File: src/verilog/sre_pkg.sv
// Purpose: Shared constants and types of the serial EEPROM read engine.
// Assumes: Byte-wide two-wire link with 16-bit word addresses.
// Notes:   Every field position and code used by the engine lives here, except the sequencer state codes.
`default_nettype none
package sre_pkg;
  localparam int unsigned BYTE_W       = 8;
  localparam int unsigned ADDR_W       = 16;
  localparam int unsigned CS_W         = 3;
  localparam logic [2:0]  BIT_LAST     = 3'h7;
  // Device address byte layout.
  localparam int unsigned TYPE_MSB     = 7;
  localparam int unsigned TYPE_LSB     = 4;
  localparam int unsigned CS_MSB       = 3;
  localparam int unsigned CS_LSB       = 1;
  localparam int unsigned RW_BIT       = 0;
  localparam logic [3:0]  TYPE_MAIN    = 4'hA;
  localparam logic [3:0]  TYPE_SPECIAL = 4'hB;
  // Word address layout for the special areas (bit positions within the high byte).
  localparam int unsigned REGION_MSB   = 3;
  localparam int unsigned REGION_LSB   = 1;
  localparam logic [2:0]  REGION_IDENT = 3'h0;
  localparam logic [2:0]  REGION_SERIAL = 3'h1;
  localparam logic [2:0]  REGION_LOCK  = 3'h2;
  localparam int unsigned IDENT_IDX_W  = 7;
  localparam int unsigned SERIAL_IDX_W = 4;
  localparam int unsigned SERIAL_W     = 128;
  localparam int unsigned SYNC_STAGES  = 2;

  typedef enum logic [2:0] {
    AREA_MAIN,
    AREA_IDENT,
    AREA_SERIAL,
    AREA_LOCK,
    AREA_NONE
  } sre_area_e;

  typedef enum logic [1:0] {
    PH_DEV,
    PH_ADDR_HI,
    PH_ADDR_LO,
    PH_DATA
  } sre_phase_e;
endpackage : sre_pkg
`default_nettype wire

File: src/verilog/sre_line_sync.sv
// Purpose: Synchronise the serial clock and data lines and find their events.
// Assumes: Both lines are asynchronous to i_mclk and much slower than it.
// Notes:   Start and stop are judged on the synchronised levels only.
`timescale 1ns/1ps
`default_nettype none
module sre_line_sync (
  input  wire logic i_mclk,      // System clock.
  input  wire logic i_rst,       // Asynchronous reset, active high.
  input  wire logic i_scl,       // Serial clock pin.
  input  wire logic i_sda,       // Serial data pin level.
  output logic      o_sda,       // Synchronised data level.
  output logic      o_scl_rise,  // Serial clock rising, one cycle.
  output logic      o_scl_fall,  // Serial clock falling, one cycle.
  output logic      o_start,     // Start or repeated start, one cycle.
  output logic      o_stop       // Stop condition, one cycle.
);
  // Bit 1 is the clock, bit 0 the data; both lines idle high.
  logic [1:0] meta_q;
  logic [1:0] sync_q;
  logic [1:0] prev_q;

  always_ff @(posedge i_mclk or posedge i_rst) begin
    if (i_rst) begin
      meta_q <= 2'h3;
      sync_q <= 2'h3;
      prev_q <= 2'h3;
    end else begin
      meta_q <= {i_scl, i_sda};
      sync_q <= meta_q;
      prev_q <= sync_q;
    end
  end

  assign o_sda      = sync_q[0];
  assign o_scl_rise = sync_q[1] & ~prev_q[1];
  assign o_scl_fall = ~sync_q[1] & prev_q[1];
  assign o_start    = sync_q[1] & prev_q[1] & prev_q[0] & ~sync_q[0];
  assign o_stop     = sync_q[1] & prev_q[1] & ~prev_q[0] & sync_q[0];
endmodule : sre_line_sync
`default_nettype wire

File: src/verilog/sre_read_engine.sv
// Purpose: Read-side command engine of a two-wire serial EEPROM slave.
// Assumes: Main array and ident page sit in an outside memory read by address.
// Notes:   The serial block is a constant, so it cannot be altered by any path.
`timescale 1ns/1ps
`default_nettype none
//////////////////////////////////////////////////////////////////////////////
module sre_read_engine #(
  parameter logic [127:0] FACTORY_SERIAL = 128'h0123456789ABCDEFFEDCBA9876543210 // Arbitrary value.
) (
  input  wire logic        i_mclk,            // System clock, 250 MHz.
  input  wire logic        i_rst,             // Asynchronous reset, active high.
  input  wire logic        i_scl,             // Serial clock pin.
  input  wire logic        i_sda,             // Serial data pin level.
  output logic             o_sda_out,         // Serial data drive value.
  output logic             o_sda_oe,          // Serial data drive enable, high drives.
  input  wire logic        i_chip_select_bit2, // Strapped chip select bit 2.
  input  wire logic        i_chip_select_bit1, // Strapped chip select bit 1.
  input  wire logic        i_chip_select_bit0, // Strapped chip select bit 0.
  input  wire logic        i_prog_busy,       // Programming cycle running.
  input  wire logic        i_ident_locked,    // Ident page locked.
  output logic [15:0]      o_rd_addr,         // Read address to the memory.
  output logic             o_rd_ident,        // Read targets the ident page.
  input  wire logic [7:0]  i_rd_data          // Read data from the memory.
);
  typedef enum logic [2:0] {
    ST_IDLE,
    ST_RX,
    ST_RX_WAIT,
    ST_RX_ACK,
    ST_TX,
    ST_TX_ACK,
    ST_TX_MORE
  } sre_state_e;

  sre_state_e               st_q;
  sre_pkg::sre_phase_e      ph_q;
  sre_pkg::sre_area_e       area_q;
  sre_pkg::sre_area_e       wr_area_q;
  sre_pkg::sre_area_e       wr_area_d;
  logic [2:0]               bit_cnt_q;
  logic [7:0]               shift_q;
  logic [7:0]               ahi_q;
  logic [15:0]              addr_q;
  logic                     rw_q;
  logic                     special_q;
  logic [2:0]               cs_meta_q;
  logic [2:0]               cs_sync_q;
  logic                     sda_s;
  logic                     scl_rise;
  logic                     scl_fall;
  logic                     start;
  logic                     stop;
  logic [7:0]               rx_byte;
  logic [7:0]               tx_byte;
  logic                     rx_done;
  logic                     rx_ack;
  logic                     dev_match;
  logic                     data_ok;
  logic                     load_ev;
  logic                     tx_load;

  sre_line_sync u_sync (
    .i_mclk     (i_mclk),
    .i_rst      (i_rst),
    .i_scl      (i_scl),
    .i_sda      (i_sda),
    .o_sda      (sda_s),
    .o_scl_rise (scl_rise),
    .o_scl_fall (scl_fall),
    .o_start    (start),
    .o_stop     (stop)
  );

  // Straps are pins too, so they pass two flip-flops before use.
  always_ff @(posedge i_mclk or posedge i_rst) begin
    if (i_rst) begin
      cs_meta_q <= '0;
      cs_sync_q <= '0;
    end else begin
      cs_meta_q <= {i_chip_select_bit2, i_chip_select_bit1, i_chip_select_bit0};
      cs_sync_q <= cs_meta_q;
    end
  end

  //////////////////////////////////////////////////////////////////////////////
  // Decoding.

  function automatic logic [15:0] sre_next_addr(input sre_pkg::sre_area_e area, input logic [15:0] a);
    logic [15:0] n;
    n = a + 16'h0001;
    case (area)
      sre_pkg::AREA_IDENT: begin
        n = {{(sre_pkg::ADDR_W - sre_pkg::IDENT_IDX_W){1'b0}}, n[sre_pkg::IDENT_IDX_W-1:0]};
      end
      sre_pkg::AREA_SERIAL: begin
        n = {{(sre_pkg::ADDR_W - sre_pkg::SERIAL_IDX_W){1'b0}}, n[sre_pkg::SERIAL_IDX_W-1:0]};
      end
      default: begin
      end
    endcase
    return n;
  endfunction : sre_next_addr

  assign rx_byte = {shift_q[6:0], sda_s};
  assign rx_done = (st_q == ST_RX) && scl_rise && (bit_cnt_q == sre_pkg::BIT_LAST) && !start && !stop;

  assign dev_match = ((rx_byte[sre_pkg::TYPE_MSB:sre_pkg::TYPE_LSB] == sre_pkg::TYPE_MAIN) ||
                      (rx_byte[sre_pkg::TYPE_MSB:sre_pkg::TYPE_LSB] == sre_pkg::TYPE_SPECIAL)) &&
                     (rx_byte[sre_pkg::CS_MSB:sre_pkg::CS_LSB] == cs_sync_q) &&
                     !i_prog_busy;

  always_comb begin
    wr_area_d = sre_pkg::AREA_MAIN;
    if (special_q) begin
      case (ahi_q[sre_pkg::REGION_MSB:sre_pkg::REGION_LSB])
        sre_pkg::REGION_IDENT:  wr_area_d = sre_pkg::AREA_IDENT;
        sre_pkg::REGION_SERIAL: wr_area_d = sre_pkg::AREA_SERIAL;
        sre_pkg::REGION_LOCK:   wr_area_d = sre_pkg::AREA_LOCK;
        default:                wr_area_d = sre_pkg::AREA_NONE;
      endcase
    end
  end

  // Written data is never stored here; the answer alone is what matters.
  always_comb begin
    case (wr_area_q)
      sre_pkg::AREA_MAIN:  data_ok = 1'b1;
      sre_pkg::AREA_IDENT: data_ok = !i_ident_locked;
      sre_pkg::AREA_LOCK:  data_ok = !i_ident_locked;
      default:             data_ok = 1'b0;
    endcase
  end

  always_comb begin
    case (ph_q)
      sre_pkg::PH_DEV:  rx_ack = dev_match;
      sre_pkg::PH_DATA: rx_ack = data_ok;
      default:          rx_ack = 1'b1;
    endcase
  end

  assign tx_byte = (area_q == sre_pkg::AREA_SERIAL) ?
                   FACTORY_SERIAL[sre_pkg::SERIAL_W - 1 - 8 * addr_q[sre_pkg::SERIAL_IDX_W-1:0] -: 8] :
                   i_rd_data;

  assign load_ev = rx_done && (ph_q == sre_pkg::PH_ADDR_LO);
  assign tx_load = scl_fall && !start && !stop &&
                   (((st_q == ST_RX_ACK) && (ph_q == sre_pkg::PH_DEV) && rw_q) || (st_q == ST_TX_MORE));

  //////////////////////////////////////////////////////////////////////////////
  // Protocol sequencer and data line drive.

  always_ff @(posedge i_mclk or posedge i_rst) begin
    if (i_rst) begin
      st_q      <= ST_IDLE;
      ph_q      <= sre_pkg::PH_DEV;
      bit_cnt_q <= '0;
      shift_q   <= '0;
      ahi_q     <= '0;
      rw_q      <= 1'b0;
      special_q <= 1'b0;
      wr_area_q <= sre_pkg::AREA_NONE;
      o_sda_oe  <= 1'b0;
    end else if (start) begin
      // A start mid-command abandons whatever was pending.
      st_q      <= ST_RX;
      ph_q      <= sre_pkg::PH_DEV;
      bit_cnt_q <= '0;
      wr_area_q <= sre_pkg::AREA_NONE;
      o_sda_oe  <= 1'b0;
    end else if (stop) begin
      st_q      <= ST_IDLE;
      wr_area_q <= sre_pkg::AREA_NONE;
      o_sda_oe  <= 1'b0;
    end else begin
      case (st_q)
        ST_RX: begin
          if (scl_rise) begin
            shift_q   <= rx_byte;
            bit_cnt_q <= bit_cnt_q + 3'h1;
            if (bit_cnt_q == sre_pkg::BIT_LAST) begin
              st_q <= rx_ack ? ST_RX_WAIT : ST_IDLE;
              case (ph_q)
                sre_pkg::PH_DEV: begin
                  rw_q      <= rx_byte[sre_pkg::RW_BIT];
                  special_q <= rx_byte[sre_pkg::TYPE_MSB:sre_pkg::TYPE_LSB] == sre_pkg::TYPE_SPECIAL;
                end
                sre_pkg::PH_ADDR_HI: ahi_q <= rx_byte;
                sre_pkg::PH_ADDR_LO: wr_area_q <= wr_area_d;
                default: begin
                end
              endcase
            end
          end
        end
        ST_RX_WAIT: begin
          if (scl_fall) begin
            o_sda_oe <= 1'b1;
            st_q     <= ST_RX_ACK;
          end
        end
        ST_RX_ACK: begin
          if (scl_fall) begin
            bit_cnt_q <= '0;
            if (tx_load) begin
              shift_q  <= tx_byte;
              o_sda_oe <= ~tx_byte[7];
              st_q     <= ST_TX;
            end else begin
              o_sda_oe <= 1'b0;
              st_q     <= ST_RX;
              ph_q     <= (ph_q == sre_pkg::PH_DEV)     ? sre_pkg::PH_ADDR_HI :
                          (ph_q == sre_pkg::PH_ADDR_HI) ? sre_pkg::PH_ADDR_LO : sre_pkg::PH_DATA;
            end
          end
        end
        ST_TX: begin
          if (scl_fall) begin
            if (bit_cnt_q == sre_pkg::BIT_LAST) begin
              o_sda_oe <= 1'b0;
              st_q     <= ST_TX_ACK;
            end else begin
              shift_q   <= {shift_q[6:0], 1'b0};
              o_sda_oe  <= ~shift_q[6];
              bit_cnt_q <= bit_cnt_q + 3'h1;
            end
          end
        end
        ST_TX_ACK: begin
          if (scl_rise) begin
            st_q <= sda_s ? ST_IDLE : ST_TX_MORE;
          end
        end
        ST_TX_MORE: begin
          if (scl_fall) begin
            shift_q   <= tx_byte;
            o_sda_oe  <= ~tx_byte[7];
            bit_cnt_q <= '0;
            st_q      <= ST_TX;
          end
        end
        default: begin
          st_q <= ST_IDLE;
        end
      endcase
    end
  end

  //////////////////////////////////////////////////////////////////////////////
  // Shared address counter.

  // The counter survives start and stop, so a current-address read resumes here.
  always_ff @(posedge i_mclk or posedge i_rst) begin
    if (i_rst) begin
      addr_q <= '0;
      area_q <= sre_pkg::AREA_MAIN;
    end else if (load_ev) begin
      case (wr_area_d)
        sre_pkg::AREA_MAIN: begin
          addr_q <= {ahi_q, rx_byte};
          area_q <= sre_pkg::AREA_MAIN;
        end
        sre_pkg::AREA_IDENT: begin
          addr_q <= {{(sre_pkg::ADDR_W - sre_pkg::IDENT_IDX_W){1'b0}}, rx_byte[sre_pkg::IDENT_IDX_W-1:0]};
          area_q <= sre_pkg::AREA_IDENT;
        end
        sre_pkg::AREA_SERIAL: begin
          addr_q <= {{(sre_pkg::ADDR_W - sre_pkg::SERIAL_IDX_W){1'b0}}, rx_byte[sre_pkg::SERIAL_IDX_W-1:0]};
          area_q <= sre_pkg::AREA_SERIAL;
        end
        default: begin
        end
      endcase
    end else if (tx_load) begin
      addr_q <= sre_next_addr(area_q, addr_q);
    end
  end

  //////////////////////////////////////////////////////////////////////////////
  // Memory read port; the byte is fetched a full byte time before it is needed.

  always_ff @(posedge i_mclk or posedge i_rst) begin
    if (i_rst) begin
      o_rd_addr  <= '0;
      o_rd_ident <= 1'b0;
      o_sda_out  <= 1'b0;
    end else begin
      o_rd_addr  <= addr_q;
      o_rd_ident <= area_q == sre_pkg::AREA_IDENT;
      o_sda_out  <= 1'b0;
    end
  end
endmodule : sre_read_engine
`default_nettype wire

File: config.mk
export PLATFORM = sky130hd
export DESIGN_NAME = sre_read_engine
export DESIGN_NICKNAME = d
export VERILOG_FILES = /design/src/verilog/sre_pkg.sv /design/src/verilog/sre_line_sync.sv /design/src/verilog/sre_read_engine.sv
export SDC_FILE = /design/constraint.sdc
export NUM_CORES = 1
export LEC_CHECK = 0
export BUFFER_PORTS_ARGS = -buffer_cell sky130_fd_sc_hd__buf_2
export CAP_MARGIN = 20
export CORE_MARGIN = 2
export CORE_UTILIZATION = 59
export DETAILED_ROUTE_END_ITERATION = 16
export PLACE_DENSITY = 0.76
export SLEW_MARGIN = 20
export SYNTH_ARGS = -nofsm -noshare
export SYNTH_HDL_FRONTEND = slang
export SYNTH_HIERARCHICAL = 1
export SYNTH_SLANG_ARGS = --single-unit
File: constraint.sdc
create_clock -name i_mclk -period 7 [get_ports i_mclk]
set_clock_uncertainty 0.2 [all_clocks]
set_input_delay 1.4 -clock i_mclk [delete_from_list [all_inputs] [get_ports i_mclk]]
set_output_delay 1.4 -clock i_mclk [all_outputs]
set_load 0.01 [all_outputs]
==> run metrics <==
PD cells about 320 mW/mm^2; CTS tree done; FF-to-FF setup slack around 4000 ps; post-CTS setup buffer count 0; Post-synth EDFFs 0; number of global-route vias before repair 3227; Power, Total between 1 and 1.5 mW; Core Util, Final about two thirds; Layout Cells excl Fill about 520; Setup crit start u_sync/sync_q[0]$_DFF_PP1_; Avg WL per Cell approximately 19 um; Worst Path Max Fanout 11; DR vias between 3000 and 4000; Final setup viols 0; Starting Density between 60% and 70%; Setup CP Type reg2reg; CTS buffer count 9; min Tclk post-route a little under 3000 ps; Critical Path Start Type flop; top cells by area, synth dfrtp_1 (41%), mux2_2 (6.4%), dfstp_2 (4.4%), ha_1 (3.9%), a221oi_1 (2.5%); Mapped Nets 430; dpl cells 508; final hold violation count 0; Slew HR between 40% and 50%; Async SR Flop Fraction between 90% and 100%; dpl hpwl around 6800 um; synthesized area ~0.0042 sq mm; register area share after synthesis a little under half; CP Capture Point addr_q[3]$_DFFE_PP0P_; clk slew on worst S/H paths ~80 ps; number of fillers in the final layout between 500 and 600; Clock Latency Late Sink 340 ps; f_max roughly 0.34 GHz; Max-Cap Viols 0; critical path arrival between 2000 and 3000 ps; setup ws final 4060 ps; hold-fix buffers at CTS 0; P_leak around 2 nW; Detail Route Antenna Nets 0; CP endpoint kind flop; RR Startpoint u_sync/sync_q[0]$_DFF_PP1_; row count 30; Netlist cell types 68; DIE AREA 0.00782 sq mm; FF-to-FF End addr_q[3]$_DFFE_PP0P_; drt first pass iters 5; share of the synthesized area in the top cell type between 40% and 50%; ANT cells 0; leading cell type in the layout, fill and taps excluded dfrtp_1; vias per cell 6.53; routed wire length around 10000 um; Total GRT Usage ~28%; leading area contributor after synthesis dfrtp_1; Worst Reg-to-Reg Cells 5; number of H-tree levels 3; Max IR drop VDD roughly 0.00021 V; setup tns final 0 ps; Die Span Y around 88 um; max-slew violations 0; initial antenna violation count 0; outcome complete, no violations; clk buf depth 2; Avg Synthesized Cell Area 10.5 sq um; Hold Path Class reg2reg; synthesis-stage register bit count 76; root buffer cell clkbuf_8; global placement routability congestion 0.883; post-cts sizing count 0; layout cells sized above 1 22.2%; grt ovf 0; Primary FF master, synth dfrtp_1; I/O pins 36; port bufs 34; cells after synthesis 400; dpl ws a little over 4000 ps; Sink Count 76; largest net degree at the start of global routing 71; Final Cycle Share 42.1%; most frequent cells in the layout dfrtp_1 (69), buf_2 (34), inv_1 (25); Nets about 450; Slew @ Worst Pin between 800 and 900 ps; RSZ-0062 raised after global routing false; detailed-route DRC error count 0; DRT iter0 DRCs between 200 and 300; first-pass GRT wire length approximately 17000 um; Yosys warning count 6; Core ar. a little under 0.007 sq mm; Chip Width 88.5 um; CP required between 7000 and 8000 ps; layout overhead on the synthesized area 9.52%
==> worst min-delay path by stage <==
stage	slack [ps]	startpoint	cells after the start	endpoint
after floorplan	130	cs_meta_q[0]$_DFF_PP0_	0	cs_sync_q[0]$_DFF_PP0_
after global placement	130	cs_meta_q[1]$_DFF_PP0_	0	cs_sync_q[1]$_DFF_PP0_
after detailed placement	140	cs_meta_q[1]$_DFF_PP0_	0	cs_sync_q[1]$_DFF_PP0_
after CTS	160	cs_meta_q[1]$_DFF_PP0_	0	cs_sync_q[1]$_DFF_PP0_
after global routing	160	cs_meta_q[1]$_DFF_PP0_	0	cs_sync_q[1]$_DFF_PP0_
final	150	cs_meta_q[0]$_DFF_PP0_	0	cs_sync_q[0]$_DFF_PP0_
==> kinds of logic after synthesis <==
family	Yosys count	synth area share, %
flops	76	45.4
other cells	1	0.0891
simple gates	115	16.8
xor+xnor	6	1.25
buf+inv	52	5.83
compound gates	107	18.9
fa+ha+maj	13	3.87
mux	30	7.85
==> cells in the mapped netlist, types with 7 or more instances <==
| master | number |
|---|---|
| a21oi_1 | 14 |
| a221oi_1 | 12 |
| a31oi_1 | 7 |
| buf_2 | 7 |
| clkbuf_1 | 10 |
| dfrtp_1 | 69 |
| dfstp_2 | 7 |
| ha_1 | 13 |
| inv_1 | 26 |
| mux2_2 | 24 |
| nand2_1 | 18 |
| nand2b_1 | 9 |
| nand3_1 | 10 |
| nand4_1 | 11 |
| nor2_1 | 9 |
| nor2b_1 | 8 |
| nor3_1 | 9 |
| nor4_1 | 8 |
| o21ai_0 | 7 |
| o22ai_1 | 14 |
==> state kept, by name, indices dropped and copies added, names as in the netlist, 3 cells and up <==
name and flops:
shift_q 7, addr_q 16, wr_area_q 3, cs_sync_q 3
bit_cnt_q 3, cs_meta_q 3, o_rd_addr 16, ahi_q 8
st_q 3
==> where the power goes <==
part	internal [mW]	total, mW	switching (mW)
clock network	0.236	0.397	0.161
registers	0.516	0.654	0.139
logic	0.210	0.424	0.213
total	0.962	1.47	0.513
==> critical path, cell delays in order, from the launching register on <==
cell and delay [ps]:
dfstp_2 650, and4b_1 340, nor2_1 510, nand3_1 520
mux2_2 420, o22a_1 190
==> final cells by class <==
type | count | area [sq um] | share of cell area (%)
Timing Repair Buffer | 37 | 193 | 4.18
Sequential cell | 76 | 1910 | 41.5
Inverter | 27 | 101 | 2.20
Clock inverter | 5 | 100 | 2.17
Clock buffer | 11 | 131 | 2.85
Multi-Input combinational cell | 272 | 2050 | 44.5
Tap cell | 96 | 120 | 2.61
==> layer usage <==
layer / share of wire (%) / global-route usage, % / up-vias
met3: 6.6 / 3.73 / 26
li1: - / - / 1569
met2: 48 / 45.3 / 169
met4: 2.3 / 10.3 / 0
met1: 43 / 38.1 / 1660
met5: 0 / 0 / -
==> metrics by stage <==
stage	hold WS [ps]	cell area, sq um
4_1_cts	155	4610
3_5_place_dp	137	4380
5_1_grt	158	4610
2_1_floorplan	131	4210
3_3_place_gp	133	4380
6_report	153	4610
Note: power is estimated with default switching activity, not from simulation.
